==> config.mk <==
export PLATFORM = sky130hd
export DESIGN_NAME = sdc_ctrl_regs
export DESIGN_NICKNAME = d
export VERILOG_FILES = /design/src/sdc_ctrl_regs.v
export VERILOG_INCLUDE_DIRS = /design/src /design/src/src
export SDC_FILE = /design/constraint.sdc
export NUM_CORES = 1
export LEC_CHECK = 0
export BUFFER_PORTS_ARGS = -buffer_cell sky130_fd_sc_hd__clkbuf_2
export CORE_AREA = 2 2 142 144
export CTS_CLUSTER_DIAMETER = 30
export DETAILED_ROUTE_END_ITERATION = 8
export DIE_AREA = 0 0 144 146
export SKIP_CTS_REPAIR_TIMING = 1
export SYNTH_ARGS = -nofsm -noshare
export SYNTH_HDL_FRONTEND = slang
export SYNTH_SLANG_ARGS = --single-unit
==> constraint.sdc <==
create_clock -name mclk_i -period 9.45 [get_ports mclk_i]
set_input_delay 0.945 -clock mclk_i [delete_from_list [all_inputs] [get_ports mclk_i]]
set_output_delay 0.945 -clock mclk_i [all_outputs]
set_load 0.03 [all_outputs]
==> src/sdc_defines.vh <==
// Constants for the stereo DAC control register block
`ifndef SDC_DEFINES_VH
`define SDC_DEFINES_VH

// ----------------------------------------------------------------
// Serial control word layout
// ----------------------------------------------------------------
`define SDC_WORD_BITS      16
`define SDC_ADDR_HI        11
`define SDC_ADDR_LO        9
`define SDC_ADDR_LEFT      3'h0
`define SDC_ADDR_RIGHT     3'h1
`define SDC_ADDR_OUTPUT    3'h2
`define SDC_ADDR_FORMAT    3'h3
`define SDC_ADDR_ROUTING   3'h6

// ----------------------------------------------------------------
// Field positions
// ----------------------------------------------------------------
`define SDC_GAIN_HI        7
`define SDC_LOAD_BIT       8
`define SDC_SILENCE_BIT    0
`define SDC_DEEMPH_BIT     1
`define SDC_ZERO_BIT       2
`define SDC_WLEN_HI        4
`define SDC_WLEN_LO        3
`define SDC_KEY_HI         8
`define SDC_KEY_LO         5
`define SDC_KEY_VALUE      4'hF
`define SDC_I2S_BIT        0
`define SDC_FRAME_POL_BIT  1
`define SDC_SHARED_BIT     2
`define SDC_ROLLOFF_BIT    3
`define SDC_INVERT_BIT     4
`define SDC_RATE_HI        7
`define SDC_RATE_LO        6
`define SDC_ZRUN_BIT       8
`define SDC_ROUTE_HI       5
`define SDC_ROUTE_LO       4
`define SDC_GUARD_OFF_BIT  6

// ----------------------------------------------------------------
// Reset values and encodings
// ----------------------------------------------------------------
`define SDC_GAIN_RESET     8'hFF
`define SDC_GAIN_MUTE      8'h00
`define SDC_ROUTE_STEREO   2'h0
`define SDC_ROUTE_MONO_L   2'h1
`define SDC_ROUTE_SWAP     2'h2
`define SDC_ROUTE_MONO_R   2'h3
`define SDC_MAP_STEREO     8'hD8
`define SDC_MAP_SWAP       8'h8D
`define SDC_MAP_MONO_L     8'h28
`define SDC_MAP_MONO_R     8'hD7
`define SDC_LEN_16         2'h0
`define SDC_LEN_20         2'h1
`define SDC_LEN_24         2'h2
`define SDC_JUST_RIGHT     2'h0
`define SDC_JUST_LEFT      2'h1
`define SDC_JUST_I2S       2'h2

// ----------------------------------------------------------------
// Timing
// ----------------------------------------------------------------
`define SDC_CLK_MHZ        250
`define SDC_LOSS_US        100
`define SDC_RAMP_SAMPLES   128
`define SDC_RAMP_LAST      7'h7F

`endif

==> src/sdc_ctrl_regs.v <==
// Control registers, gain ramp and output routing of a stereo DAC
// Notes on behaviour
// - Code X gives 0.5*(X-255) dB, zero mutes
// - Load strobe clear stores code only
// - Applied gain updates only on load strobe
// - Shared select applies left code to both
// - Soft silence ramps to zero and back
// - One half-dB step per 128 samples
// - Deemphasis bit enables deemphasis
// - Zero force bit drives output to zero
// - Format and length bits select input format
// - Frame polarity bit swaps left/right level
// - Roll-off bit selects sharp or slow
// - Invert bit reverses analogue polarity
// - Rate bits select deemphasis response
// - Zero-run silence enable bit
// - Routing register locked until key written
// - Routing bits pick stereo, swap or mono
// - Left mono drives all outputs from left
// - Right mono drives all outputs from right
// - Stopped system clock mutes unless guard off
// - Addresses 0-3 main, 6 locked register
// - Gains reset to FF, routing outputs to stereo map D8, all else zero
`timescale 1ns/1ps
`include "sdc_defines.vh"

module sdc_ctrl_regs #(
	parameter LOSS_CYCLES = `SDC_LOSS_US * `SDC_CLK_MHZ,	// Clock loss timeout
	parameter LOSS_W      = 16				// Timeout counter width
) (
	input  wire       mclk_i,			// 250 MHz core clock
	input  wire       rst_i,			// Synchronous reset, high
	input  wire       serial_ctrl_data_pin_i,	// Serial data pin
	input  wire       serial_ctrl_clock_pin_i,	// Serial shift clock pin
	input  wire       serial_ctrl_latch_pin_i,	// Serial latch pin
	input  wire       write_guard_pin_i,		// Must be low to write
	input  wire       frame_clock_in_i,		// Frame clock pin
	input  wire       sys_clock_pin_i,		// System clock being watched
	output wire [7:0] left_gain_o,			// Present left gain code
	output wire [7:0] right_gain_o,			// Present right gain code
	output reg        left_mute_o,			// Left at minus infinity
	output reg        right_mute_o,			// Right at minus infinity
	output reg        deemphasis_enable_o,		// Deemphasis on
	output reg  [1:0] deemph_rate_sel_o,		// 0 none,1 48k,2 44.1k,3 32k
	output reg        output_zero_force_o,		// Output at bipolar zero
	output reg  [1:0] data_len_o,			// 0:16 1:20 2:24 bit
	output reg  [1:0] data_just_o,			// 0 right,1 left,2 I2S
	output reg        left_slot_o,			// Frame clock marks left now
	output reg        slow_rolloff_sel_o,		// 1 slow, 0 sharp
	output reg        output_invert_o,		// Analogue polarity reversed
	output reg        zero_run_silence_en_o,	// Zero-run muting enabled
	output reg  [1:0] out_left_pos_o,		// {invert, take right}
	output reg  [1:0] out_left_neg_o,		// {invert, take right}
	output reg  [1:0] out_right_pos_o,		// {invert, take right}
	output reg  [1:0] out_right_neg_o,		// {invert, take right}
	output reg        analog_mute_o,		// Clock lost analogue mute
	output reg        filter_reset_o		// Clock lost filter reset
);

	// ----------------------------------------------------------------
	// Pin synchronisers
	// ----------------------------------------------------------------
	reg  [5:0] sync1_r;		// First stage, read by second only
	reg  [5:0] sync2_r;		// Second stage, safe for logic
	reg  [5:0] sync3_r;		// Delayed copy for edge detection
	wire       sdata  = sync2_r[0];
	wire       sclk_rise  = sync2_r[1] & ~sync3_r[1];
	wire       latch_rise = sync2_r[2] & ~sync3_r[2];
	wire       guard  = sync2_r[3];
	wire       frame_rise = sync2_r[4] & ~sync3_r[4];
	wire       sys_edge   = sync2_r[5] ^ sync3_r[5];

	// Two flops on every pin before any logic looks at it
	always @(posedge mclk_i) begin
		if (rst_i) begin
			sync1_r <= 6'h00;
			sync2_r <= 6'h00;
			sync3_r <= 6'h00;
		end else begin
			sync1_r <= {sys_clock_pin_i, frame_clock_in_i, write_guard_pin_i,
				serial_ctrl_latch_pin_i, serial_ctrl_clock_pin_i,
				serial_ctrl_data_pin_i};
			sync2_r <= sync1_r;
			sync3_r <= sync2_r;
		end
	end

	// ----------------------------------------------------------------
	// Serial shifter and register file
	// ----------------------------------------------------------------
	reg  [15:0] shift_r;		// Incoming word, MSB first
	reg  [7:0]  left_code_r;	// Stored left code
	reg  [7:0]  right_code_r;	// Stored right code
	reg  [7:0]  left_tgt_r;		// Applied left code
	reg  [7:0]  right_tgt_r;	// Applied right code
	reg  [4:0]  out_ctl_r;		// Silence, deemph, zero, length
	reg  [8:0]  fmt_ctl_r;		// Format register bits
	reg         unlocked_r;		// Routing register reachable
	reg  [1:0]  route_r;		// Routing mode
	reg         guard_off_r;	// Clock loss guard disabled

	wire [2:0]  addr  = shift_r[`SDC_ADDR_HI:`SDC_ADDR_LO];
	wire [7:0]  code  = shift_r[`SDC_GAIN_HI:0];
	wire        load  = shift_r[`SDC_LOAD_BIT];
	wire        commit = latch_rise & ~guard;

	// Shift on serial clock, act on latch; guard high blocks both
	always @(posedge mclk_i) begin
		if (rst_i) begin
			shift_r      <= 16'h0000;
			left_code_r  <= `SDC_GAIN_RESET;
			right_code_r <= `SDC_GAIN_RESET;
			left_tgt_r   <= `SDC_GAIN_RESET;
			right_tgt_r  <= `SDC_GAIN_RESET;
			out_ctl_r    <= 5'h00;
			fmt_ctl_r    <= 9'h000;
			unlocked_r   <= 1'b0;
			route_r      <= `SDC_ROUTE_STEREO;
			guard_off_r  <= 1'b0;
		end else begin
			if (sclk_rise && !guard) begin
				shift_r <= {shift_r[14:0], sdata};
			end
			if (commit) begin
				case (addr)
				`SDC_ADDR_LEFT: begin
					left_code_r <= code;
					if (load) begin
						left_tgt_r  <= code;
						right_tgt_r <= right_code_r;
					end
				end
				`SDC_ADDR_RIGHT: begin
					right_code_r <= code;
					if (load) begin
						right_tgt_r <= code;
						left_tgt_r  <= left_code_r;
					end
				end
				`SDC_ADDR_OUTPUT: begin
					out_ctl_r <= shift_r[`SDC_WLEN_HI:0];
					// Key pattern opens the routing register
					if (shift_r[`SDC_KEY_HI:`SDC_KEY_LO] == `SDC_KEY_VALUE) begin
						unlocked_r <= 1'b1;
					end
				end
				`SDC_ADDR_FORMAT: begin
					fmt_ctl_r <= shift_r[`SDC_ZRUN_BIT:0];
				end
				`SDC_ADDR_ROUTING: begin
					// Ignored while still locked
					if (unlocked_r) begin
						route_r     <= shift_r[`SDC_ROUTE_HI:`SDC_ROUTE_LO];
						guard_off_r <= shift_r[`SDC_GUARD_OFF_BIT];
					end
				end
				default: begin
					shift_r <= shift_r;	// Unmapped address: no effect
				end
				endcase
			end
		end
	end

	// ----------------------------------------------------------------
	// Soft ramp timing
	// ----------------------------------------------------------------
	reg  [6:0] smp_cnt_r;		// Sample periods since last step
	wire       step = frame_rise && (smp_cnt_r == `SDC_RAMP_LAST);

	// One frame clock rise is one sample period
	always @(posedge mclk_i) begin
		if (rst_i) begin
			smp_cnt_r <= 7'h00;
		end else if (frame_rise) begin
			smp_cnt_r <= smp_cnt_r + 7'h01;
		end
	end

	// ----------------------------------------------------------------
	// Per channel gain ramp
	// ----------------------------------------------------------------
	reg  [15:0] level_r;		// {right, left} present gain codes
	wire [15:0] aim;		// Ramp target per channel
	wire        silence = out_ctl_r[`SDC_SILENCE_BIT];
	wire [7:0]  right_eff = fmt_ctl_r[`SDC_SHARED_BIT] ? left_tgt_r : right_tgt_r;
	assign aim = silence ? {`SDC_GAIN_MUTE, `SDC_GAIN_MUTE} :
		{right_eff, left_tgt_r};

	wire [15:0] level_nxt;		// Next gain codes, one step at most

	genvar ch;
	generate
		for (ch = 0; ch < 2; ch = ch + 1) begin : g_ramp
			wire [7:0] cur = level_r[ch*8 +: 8];
			wire [7:0] tgt = aim[ch*8 +: 8];
			// A changed target mid-ramp is simply the next aim
			assign level_nxt[ch*8 +: 8] = (!step || cur == tgt) ? cur :
				(cur < tgt) ? cur + 8'h01 :
				cur - 8'h01;
		end
	endgenerate

	// One process owns both channels, so each flop has a single driver
	always @(posedge mclk_i) begin
		if (rst_i) begin
			level_r <= {`SDC_GAIN_RESET, `SDC_GAIN_RESET};
		end else begin
			level_r <= level_nxt;
		end
	end

	// Code meaning is 0.5*(code-255) dB; downstream maps it
	assign left_gain_o  = level_r[7:0];
	assign right_gain_o = level_r[15:8];

	// ----------------------------------------------------------------
	// Clock loss watchdog
	// ----------------------------------------------------------------
	reg  [LOSS_W-1:0] idle_r;	// Core cycles since last edge
	wire lost = (idle_r >= LOSS_CYCLES[LOSS_W-1:0]);

	// Counting saturates, so a long stop cannot wrap to looking alive
	always @(posedge mclk_i) begin
		if (rst_i || sys_edge) begin
			idle_r <= {LOSS_W{1'b0}};
		end else if (!lost) begin
			idle_r <= idle_r + {{(LOSS_W-1){1'b0}}, 1'b1};
		end
	end

	// ----------------------------------------------------------------
	// Decoded control outputs
	// ----------------------------------------------------------------
	reg [1:0] len_nxt;	// Decoded word length
	reg [1:0] just_nxt;	// Decoded justification
	reg [7:0] route_nxt;	// {rn, rp, ln, lp} each {inv, right}

	// Format select table and routing table
	always @* begin
		case ({fmt_ctl_r[`SDC_I2S_BIT], out_ctl_r[`SDC_WLEN_HI:`SDC_WLEN_LO]})
		3'h0: begin len_nxt = `SDC_LEN_16; just_nxt = `SDC_JUST_RIGHT; end
		3'h1: begin len_nxt = `SDC_LEN_20; just_nxt = `SDC_JUST_RIGHT; end
		3'h2: begin len_nxt = `SDC_LEN_24; just_nxt = `SDC_JUST_RIGHT; end
		3'h3: begin len_nxt = `SDC_LEN_24; just_nxt = `SDC_JUST_LEFT;  end
		3'h4: begin len_nxt = `SDC_LEN_16; just_nxt = `SDC_JUST_I2S;   end
		3'h5: begin len_nxt = `SDC_LEN_24; just_nxt = `SDC_JUST_I2S;   end
		3'h6: begin len_nxt = `SDC_LEN_20; just_nxt = `SDC_JUST_I2S;   end
		default: begin len_nxt = `SDC_LEN_20; just_nxt = `SDC_JUST_LEFT; end
		endcase
		// Each lane is {invert, take right}; stereo keeps left on the
		// left pair, swap crosses the pairs, mono drives all four
		case (route_r)
		`SDC_ROUTE_SWAP:   route_nxt = `SDC_MAP_SWAP;
		`SDC_ROUTE_MONO_L: route_nxt = `SDC_MAP_MONO_L;
		`SDC_ROUTE_MONO_R: route_nxt = `SDC_MAP_MONO_R;
		default:           route_nxt = `SDC_MAP_STEREO;
		endcase
	end

	// Every output leaves from a flop
	always @(posedge mclk_i) begin
		if (rst_i) begin
			left_mute_o           <= 1'b0;
			right_mute_o          <= 1'b0;
			deemphasis_enable_o   <= 1'b0;
			deemph_rate_sel_o     <= 2'h0;
			output_zero_force_o   <= 1'b0;
			data_len_o            <= `SDC_LEN_16;
			data_just_o           <= `SDC_JUST_RIGHT;
			left_slot_o           <= 1'b0;
			slow_rolloff_sel_o    <= 1'b0;
			output_invert_o       <= 1'b0;
			zero_run_silence_en_o <= 1'b0;
			{out_right_neg_o, out_right_pos_o,
				out_left_neg_o, out_left_pos_o} <= `SDC_MAP_STEREO;
			analog_mute_o         <= 1'b0;
			filter_reset_o        <= 1'b0;
		end else begin
			left_mute_o           <= (level_r[7:0] == `SDC_GAIN_MUTE);
			right_mute_o          <= (level_r[15:8] == `SDC_GAIN_MUTE);
			deemphasis_enable_o   <= out_ctl_r[`SDC_DEEMPH_BIT];
			deemph_rate_sel_o     <= fmt_ctl_r[`SDC_RATE_HI:`SDC_RATE_LO];
			output_zero_force_o   <= out_ctl_r[`SDC_ZERO_BIT];
			data_len_o            <= len_nxt;
			data_just_o           <= just_nxt;
			left_slot_o           <= sync2_r[4] ^ fmt_ctl_r[`SDC_FRAME_POL_BIT];
			slow_rolloff_sel_o    <= fmt_ctl_r[`SDC_ROLLOFF_BIT];
			output_invert_o       <= fmt_ctl_r[`SDC_INVERT_BIT];
			zero_run_silence_en_o <= fmt_ctl_r[`SDC_ZRUN_BIT];
			out_left_pos_o        <= route_nxt[1:0];
			out_left_neg_o        <= route_nxt[3:2];
			out_right_pos_o       <= route_nxt[5:4];
			out_right_neg_o       <= route_nxt[7:6];
			analog_mute_o         <= lost & ~guard_off_r;
			filter_reset_o        <= lost & ~guard_off_r;
		end
	end

endmodule // sdc_ctrl_regs

[Yosys cells after proc, flatten, opt, wreduce, memory -nomap -nowiden]
Index checks and enable logic that the tools add are counted.
W data, S select, Z words.
Operators by class
  add/subtract/negate cells: 6
  multipliers: 0
  divide/modulo/power cells: 0
  order comparisons: 3
  equal/unequal tests: 20
  shift-type cells: 0
  mux-type cells: 15
  bitwise gates (word level): 12
  reductions and logical operators: 24
Operators by type and width (count)
  $mux W16: 4
  $mux W8: 6
  $pmux W8 S2: 2
  $pmux W8 S3: 1
  $add A16 B1 Y16 const B: 1
  $add A8 B1 Y8 const B: 2
  $eq A8 B8 Y1: 2
  $ge A16 B15 Y1 const B: 1
  $logic_not A8 Y1: 2
  $lt A8 B8 Y1: 2
  $sub A8 B1 Y8 const B: 2
  $eq A3 B2 Y1 const B: 4
  $eq A3 B3 Y1 const B: 4
  $reduce_or A3 Y1: 3
  $pmux W2 S2: 2
  $reduce_and A2 Y1: 4
  $add A7 B1 Y7 const B: 1
  $eq A7 B7 Y1 const B: 1
  $eq A3 B1 Y1 const B: 2
  $logic_not A3 Y1: 2
  $ne A2 B2 Y1 const B: 3
  $reduce_and A3 Y1: 2
  $and A1 B1 Y1: 5
  $not A1 Y1: 5
  11 further kinds: 17
Storage, ports and cells
  register bits after elaboration: 146
  bits in latches: 0
  memory bits (writable): 0
  bits in read-only memories: 0
  input port bits: 8
  output and inout bits: 40
  word-level logic and storage cells: 113
  memories: 0

[Longest topological paths before layout]
  depth after elaboration: 6
  mapped depth: 15
  mapped depth without buffers: 14

[Least setup slack after synthesis]
OpenSTA, ideal clock, no wires.
  path kind: register to register
  start point: register fmt_ctl_r[2]
  end point: register level_r[15]
  setup time: 0.114 ns
  arrival time: 3.700 ns
  path slack: 5.635 ns
  stages on the path, launching flop included: 16
  period minus slack after synthesis: 3.815 ns
  cells stage by stage: dfxtp_1 clkbuf_1 mux2i_1 or2_2 ha_1 and3_1 nor2b_1 o31a_1 nand2b_1 ha_1 and2_1 a221oi_1 a21oi_1 o221ai_1 o41ai_1 a2111oi_0
On the way
  longest elaborated chain between the ends: 4
Ends and longest elaborated chain
  start, declared: RTL line sdc_ctrl_regs.v:97  | reg [8:0] fmt_ctl_r;
  start signal, assigned: RTL line sdc_ctrl_regs.v:148  | fmt_ctl_r <= shift_r[`SDC_ZRUN_BIT:0];
  $mux W8 (*): RTL line sdc_ctrl_regs.v:186  | wire [7:0] right_eff = fmt_ctl_r[`SDC_SHARED_BIT] ? left_tgt_r : right_tgt_r;
  $mux W16 (*): RTL line sdc_ctrl_regs.v:187  | assign aim = silence ? {`SDC_GAIN_MUTE, `SDC_GAIN_MUTE} :
  $lt A8 B8 Y1 / $eq A8 B8 Y1 (equally long branches): RTL line sdc_ctrl_regs.v:199, sdc_ctrl_regs.v:198
  $mux W8 / $logic_or A1 B1 Y1 (equally long branches): RTL line sdc_ctrl_regs.v:199, sdc_ctrl_regs.v:198
  end signal, assigned: RTL line sdc_ctrl_regs.v:207  | level_r <= {`SDC_GAIN_RESET, `SDC_GAIN_RESET};
  end signal, assigned: RTL line sdc_ctrl_regs.v:209  | level_r <= level_nxt;
  end, declared: RTL line sdc_ctrl_regs.v:183  | reg [15:0] level_r;
Every way passes the cells marked *; elsewhere a longest branch is shown, timed or not.
A chain may end at the register's enable or synchronous reset.

[Final worst setup path]
Same ends and word-level chain as after synthesis.

==> results_dict.tcl <==
set metrics [dict create \
    status "finished clean" \
    placed_cell_area_um2 6710 \
    cts_max_path_buffers 2 \
    final_cell_area_um2 7310 \
    critical_path.reg2reg.startpoint "fmt_ctl_r[2]$_SDFFE_PP0P_" \
    clk_transition_reported_paths_ps 60 \
    synthesis.area_um2 6300 \
    reg2reg_slack_ps 5370 \
    detail_route.drc_violations 0 \
    final_critical_path_setup_slack_ps 5370 \
    tritoncts_clock_tree "done" \
    synth.area.top_cells "sky130_fd_sc_hd__dfxtp_1, sky130_fd_sc_hd__mux2i_1, sky130_fd_sc_hd__ha_1, sky130_fd_sc_hd__nor2_1, sky130_fd_sc_hd__a211o_1" \
    grt_util_met3_pct 3.39 \
    count_leader_synth "sky130_fd_sc_hd__dfxtp_1" \
    rsz_0062_raised_after_global_routing "no" \
    worst_hold_path_type "reg -> reg" \
    rr_worst_depth 14 \
    global_route.overflow_total 0 \
    ir_drop_mv 0.139 \
    synth_seq_area_share_pct 43.5 \
    total_leakage_power_nw 2.86 \
    timing.final.crit_share_pct 43.2 \
    post_synth_most_frequent_cells "sky130_fd_sc_hd__dfxtp_1, sky130_fd_sc_hd__nor2_1, sky130_fd_sc_hd__mux2i_1" \
    hold_start "sync1_r[2]$_SDFF_PP0_" \
    setup_viol 0 \
    die-area_um2 21000 \
    hold_end "sync2_r[2]$_SDFF_PP0_" \
    antenna_cells_inserted 0 \
    grt_use_met1_pct 17.0 \
    h-tree-depth 4 \
    synth_nets 727 \
    n_fill_cell 1965 \
    critical_path.endpoint_type "flop" \
    drt_pre_antenna_iters 4 \
    worstPathArrival_ps 4380 \
    globalRouteMet2Util_pct 17.9 \
    finClkSkew_ps 9.67 \
    worst_pin_slew_ps 1160 \
    yosys_register_bits 137 \
    io_buffers 47 \
    drive_above_1_share_pct 13.1 \
    grt_util_all_layers_pct 12.4 \
    number_of_flops_mapped_to_enable_cells_by_yosys 0 \
    first_global_vias 4322 \
    cap_viol_max_count 0 \
    detail_route.wl_per_cell_um 12.5 \
    dr_total_vias 4624 \
    fp.coreArea_um2 19300 \
    floorplan.initialDensity_pct 32.6 \
    wirelength_mm 12.3 \
    cellPowerDensity_nw_per_um2 183 \
    grt_first_pass_wirelength_mm 20.8 \
    critPathMaxFanout 9 \
    grt_busiest_layer "met2" \
    final_hold_viol_count 0 \
    crit_type "reg -> reg" \
    clock-sinks 137 \
    fin_total_pwr_mw 1.34 \
    r2r-end "level_r[15]$_SDFFE_PP1N_" \
    floorplan.die.height_um 146 \
    fp.dieW_um 144 \
    timing.final.max_slew_violations 0 \
    cell_variety_after_synth 48 \
    placement.setup.worst_slack_ps 5360 \
    largest_net_degree_at_the_start_of_global_routing 69 \
    detailedPlacementHpwl_mm 8.07 \
    postSynth.asyncResetShare_pct 0 \
    required_ps 9750 \
    final_period_minus_worst_setup_slack_ps 4080 \
    min_path_cells 1 \
    yosys_warnings 0 \
    synthDominantAreaCellType "sky130_fd_sc_hd__dfxtp_1" \
    pin_count 48 \
    detail_route.vias_per_cell 4.70 \
    syn_to_final_growth_pct 16.0 \
    cts_inserted_buffers 17 \
    max_clock_freq_mhz 245 \
    num-nets-final 752 \
    synthesis.area_per_instance_um2 9.27 \
    relSlewSlack_pct 22.1 \
    fp-row-count 51 \
    cts_root_buffer "sky130_fd_sc_hd__clkbuf_16" \
    gp_routability_congestion 0.806 \
    insertion_delay_ps 420 \
    synth_flop_cell "sky130_fd_sc_hd__dfxtp_1" \
    fin_setup_tns_ps 0 \
    yosysTopAreaCellShare_pct 43.5 \
    post_synth_inst_count 680 \
    critical_path.startpoint_type "flop" \
    initialDrtViolationCount 191 \
    ant_nets 0 \
    grt_antenna_before_repair 0 \
]
[layout by cell type, fill, tap and decap left out, drive strengths merged, types with 2 or more instances in the layout]
master,instances
buf,3
ha,37
inv,16
xnor2,17
clkinv,4
and4,3
a21o,6
mux2i,52
or2,9
nor3,12
o21a,3
nor2,91
clkinvlp,5
xor2,8
a211o,33
o21ai,13
and2,3
a21oi,30
nor2b,39
clkbuf,64
nand2,44
and3,5
nand3,9
a221o,3
bufinv,3
nand4,5
fa,2
nand3b,10
nand2b,20
nor4,6
dfxtp,137
or3,10
nor3b,3
[state kept, by name (all words and copies together), names as in the netlist, 4 cells and up]
name	count
left_code_r	8
smp_cnt_r	7
sync1_r	6
out_ctl_r	5
sync3_r	4
right_tgt_r	8
level_r	16
shift_r	12
right_code_r	8
left_tgt_r	8
idle_r	16
sync2_r	6
fmt_ctl_r	8
[worst max path at each step]
stage,from,to,slack [ps],cells after the start
global route,fmt_ctl_r[2]$_SDFFE_PP0P_,level_r[15]$_SDFFE_PP1N_,5090,14
global placement,fmt_ctl_r[2]$_SDFFE_PP0P_,level_r[15]$_SDFFE_PP1N_,5480,14
CTS,fmt_ctl_r[2]$_SDFFE_PP0P_,level_r[15]$_SDFFE_PP1N_,5310,14
floorplan,fmt_ctl_r[2]$_SDFFE_PP0P_,level_r[15]$_SDFFE_PP1N_,5640,15
detailed placement,fmt_ctl_r[2]$_SDFFE_PP0P_,level_r[15]$_SDFFE_PP1N_,5360,14
finish,fmt_ctl_r[2]$_SDFFE_PP0P_,level_r[15]$_SDFFE_PP1N_,5370,14
[cell families (layout without fill, tap and decap cells)]
group / count (synthesis) / after routing / synth area share, %
DFF: 137 / 137 / 43.5
muxes: 53 / 53 / 8.62
and+or+nand+nor: 271 / 271 / 21.8
xor gates and xnor gates: 25 / 25 / 3.47
buffers and inverters: 57 / 95 / 3.73
adders and majority gates: 39 / 39 / 7.98
AOI/OAI and AO/OA: 98 / 98 / 10.9
[power by group]
part	total (mW)	leakage, nW	switching [mW]	internal (mW)
Clock	0.678	0.279	0.262	0.416
Combinational	0.0695	1.47	0.0415	0.0280
Sequential	0.590	1.11	0.00539	0.585
[worst max-delay path: stages (launching register included)]
cell	delay [ps]
sky130_fd_sc_hd__dfxtp_1	610
sky130_fd_sc_hd__mux2i_1	150
sky130_fd_sc_hd__or2_2	290
sky130_fd_sc_hd__ha_1	260
sky130_fd_sc_hd__and3_1	180
sky130_fd_sc_hd__nor2b_1	120
sky130_fd_sc_hd__o31a_1	320
sky130_fd_sc_hd__nand2b_1	310
sky130_fd_sc_hd__ha_1	400
sky130_fd_sc_hd__and2_1	170
sky130_fd_sc_hd__a221oi_1	320
sky130_fd_sc_hd__a21oi_1	170
sky130_fd_sc_hd__o221ai_1	200
sky130_fd_sc_hd__o41ai_1	100
sky130_fd_sc_hd__a2111oi_0	380
[cell type report]
class                           count  area [µm²]  area share, %
Clock buffer                       18         429           5.87
Inverter                           14        52.6          0.719
Tap cell                          265         332           4.54
Sequential cell                   137        2740           37.5
Clock inverter                     14         173           2.36
Timing Repair Buffer               49         253           3.46
Multi-Input combinational cell    486        3330           45.5
[layer usage]
layer / part of all wire, % / vias up
li1: - / 2397
met2: 42 / 66
met3: 4.1 / 19
met5: 0 / -
met4: 2.1 / 0
met1: 52 / 2142
[per-stage QoR]
step / hold WS (ps) / cells / utilization [%]
finish: 433 / 983 / 37.8
floorplan: 401 / 680 / -
global placement: 420 / 951 / 34.7
global route: 452 / 983 / 37.8
detailed placement: 424 / 951 / 34.7
CTS: 437 / 983 / 37.8
Power figures use the tool's default switching activity.
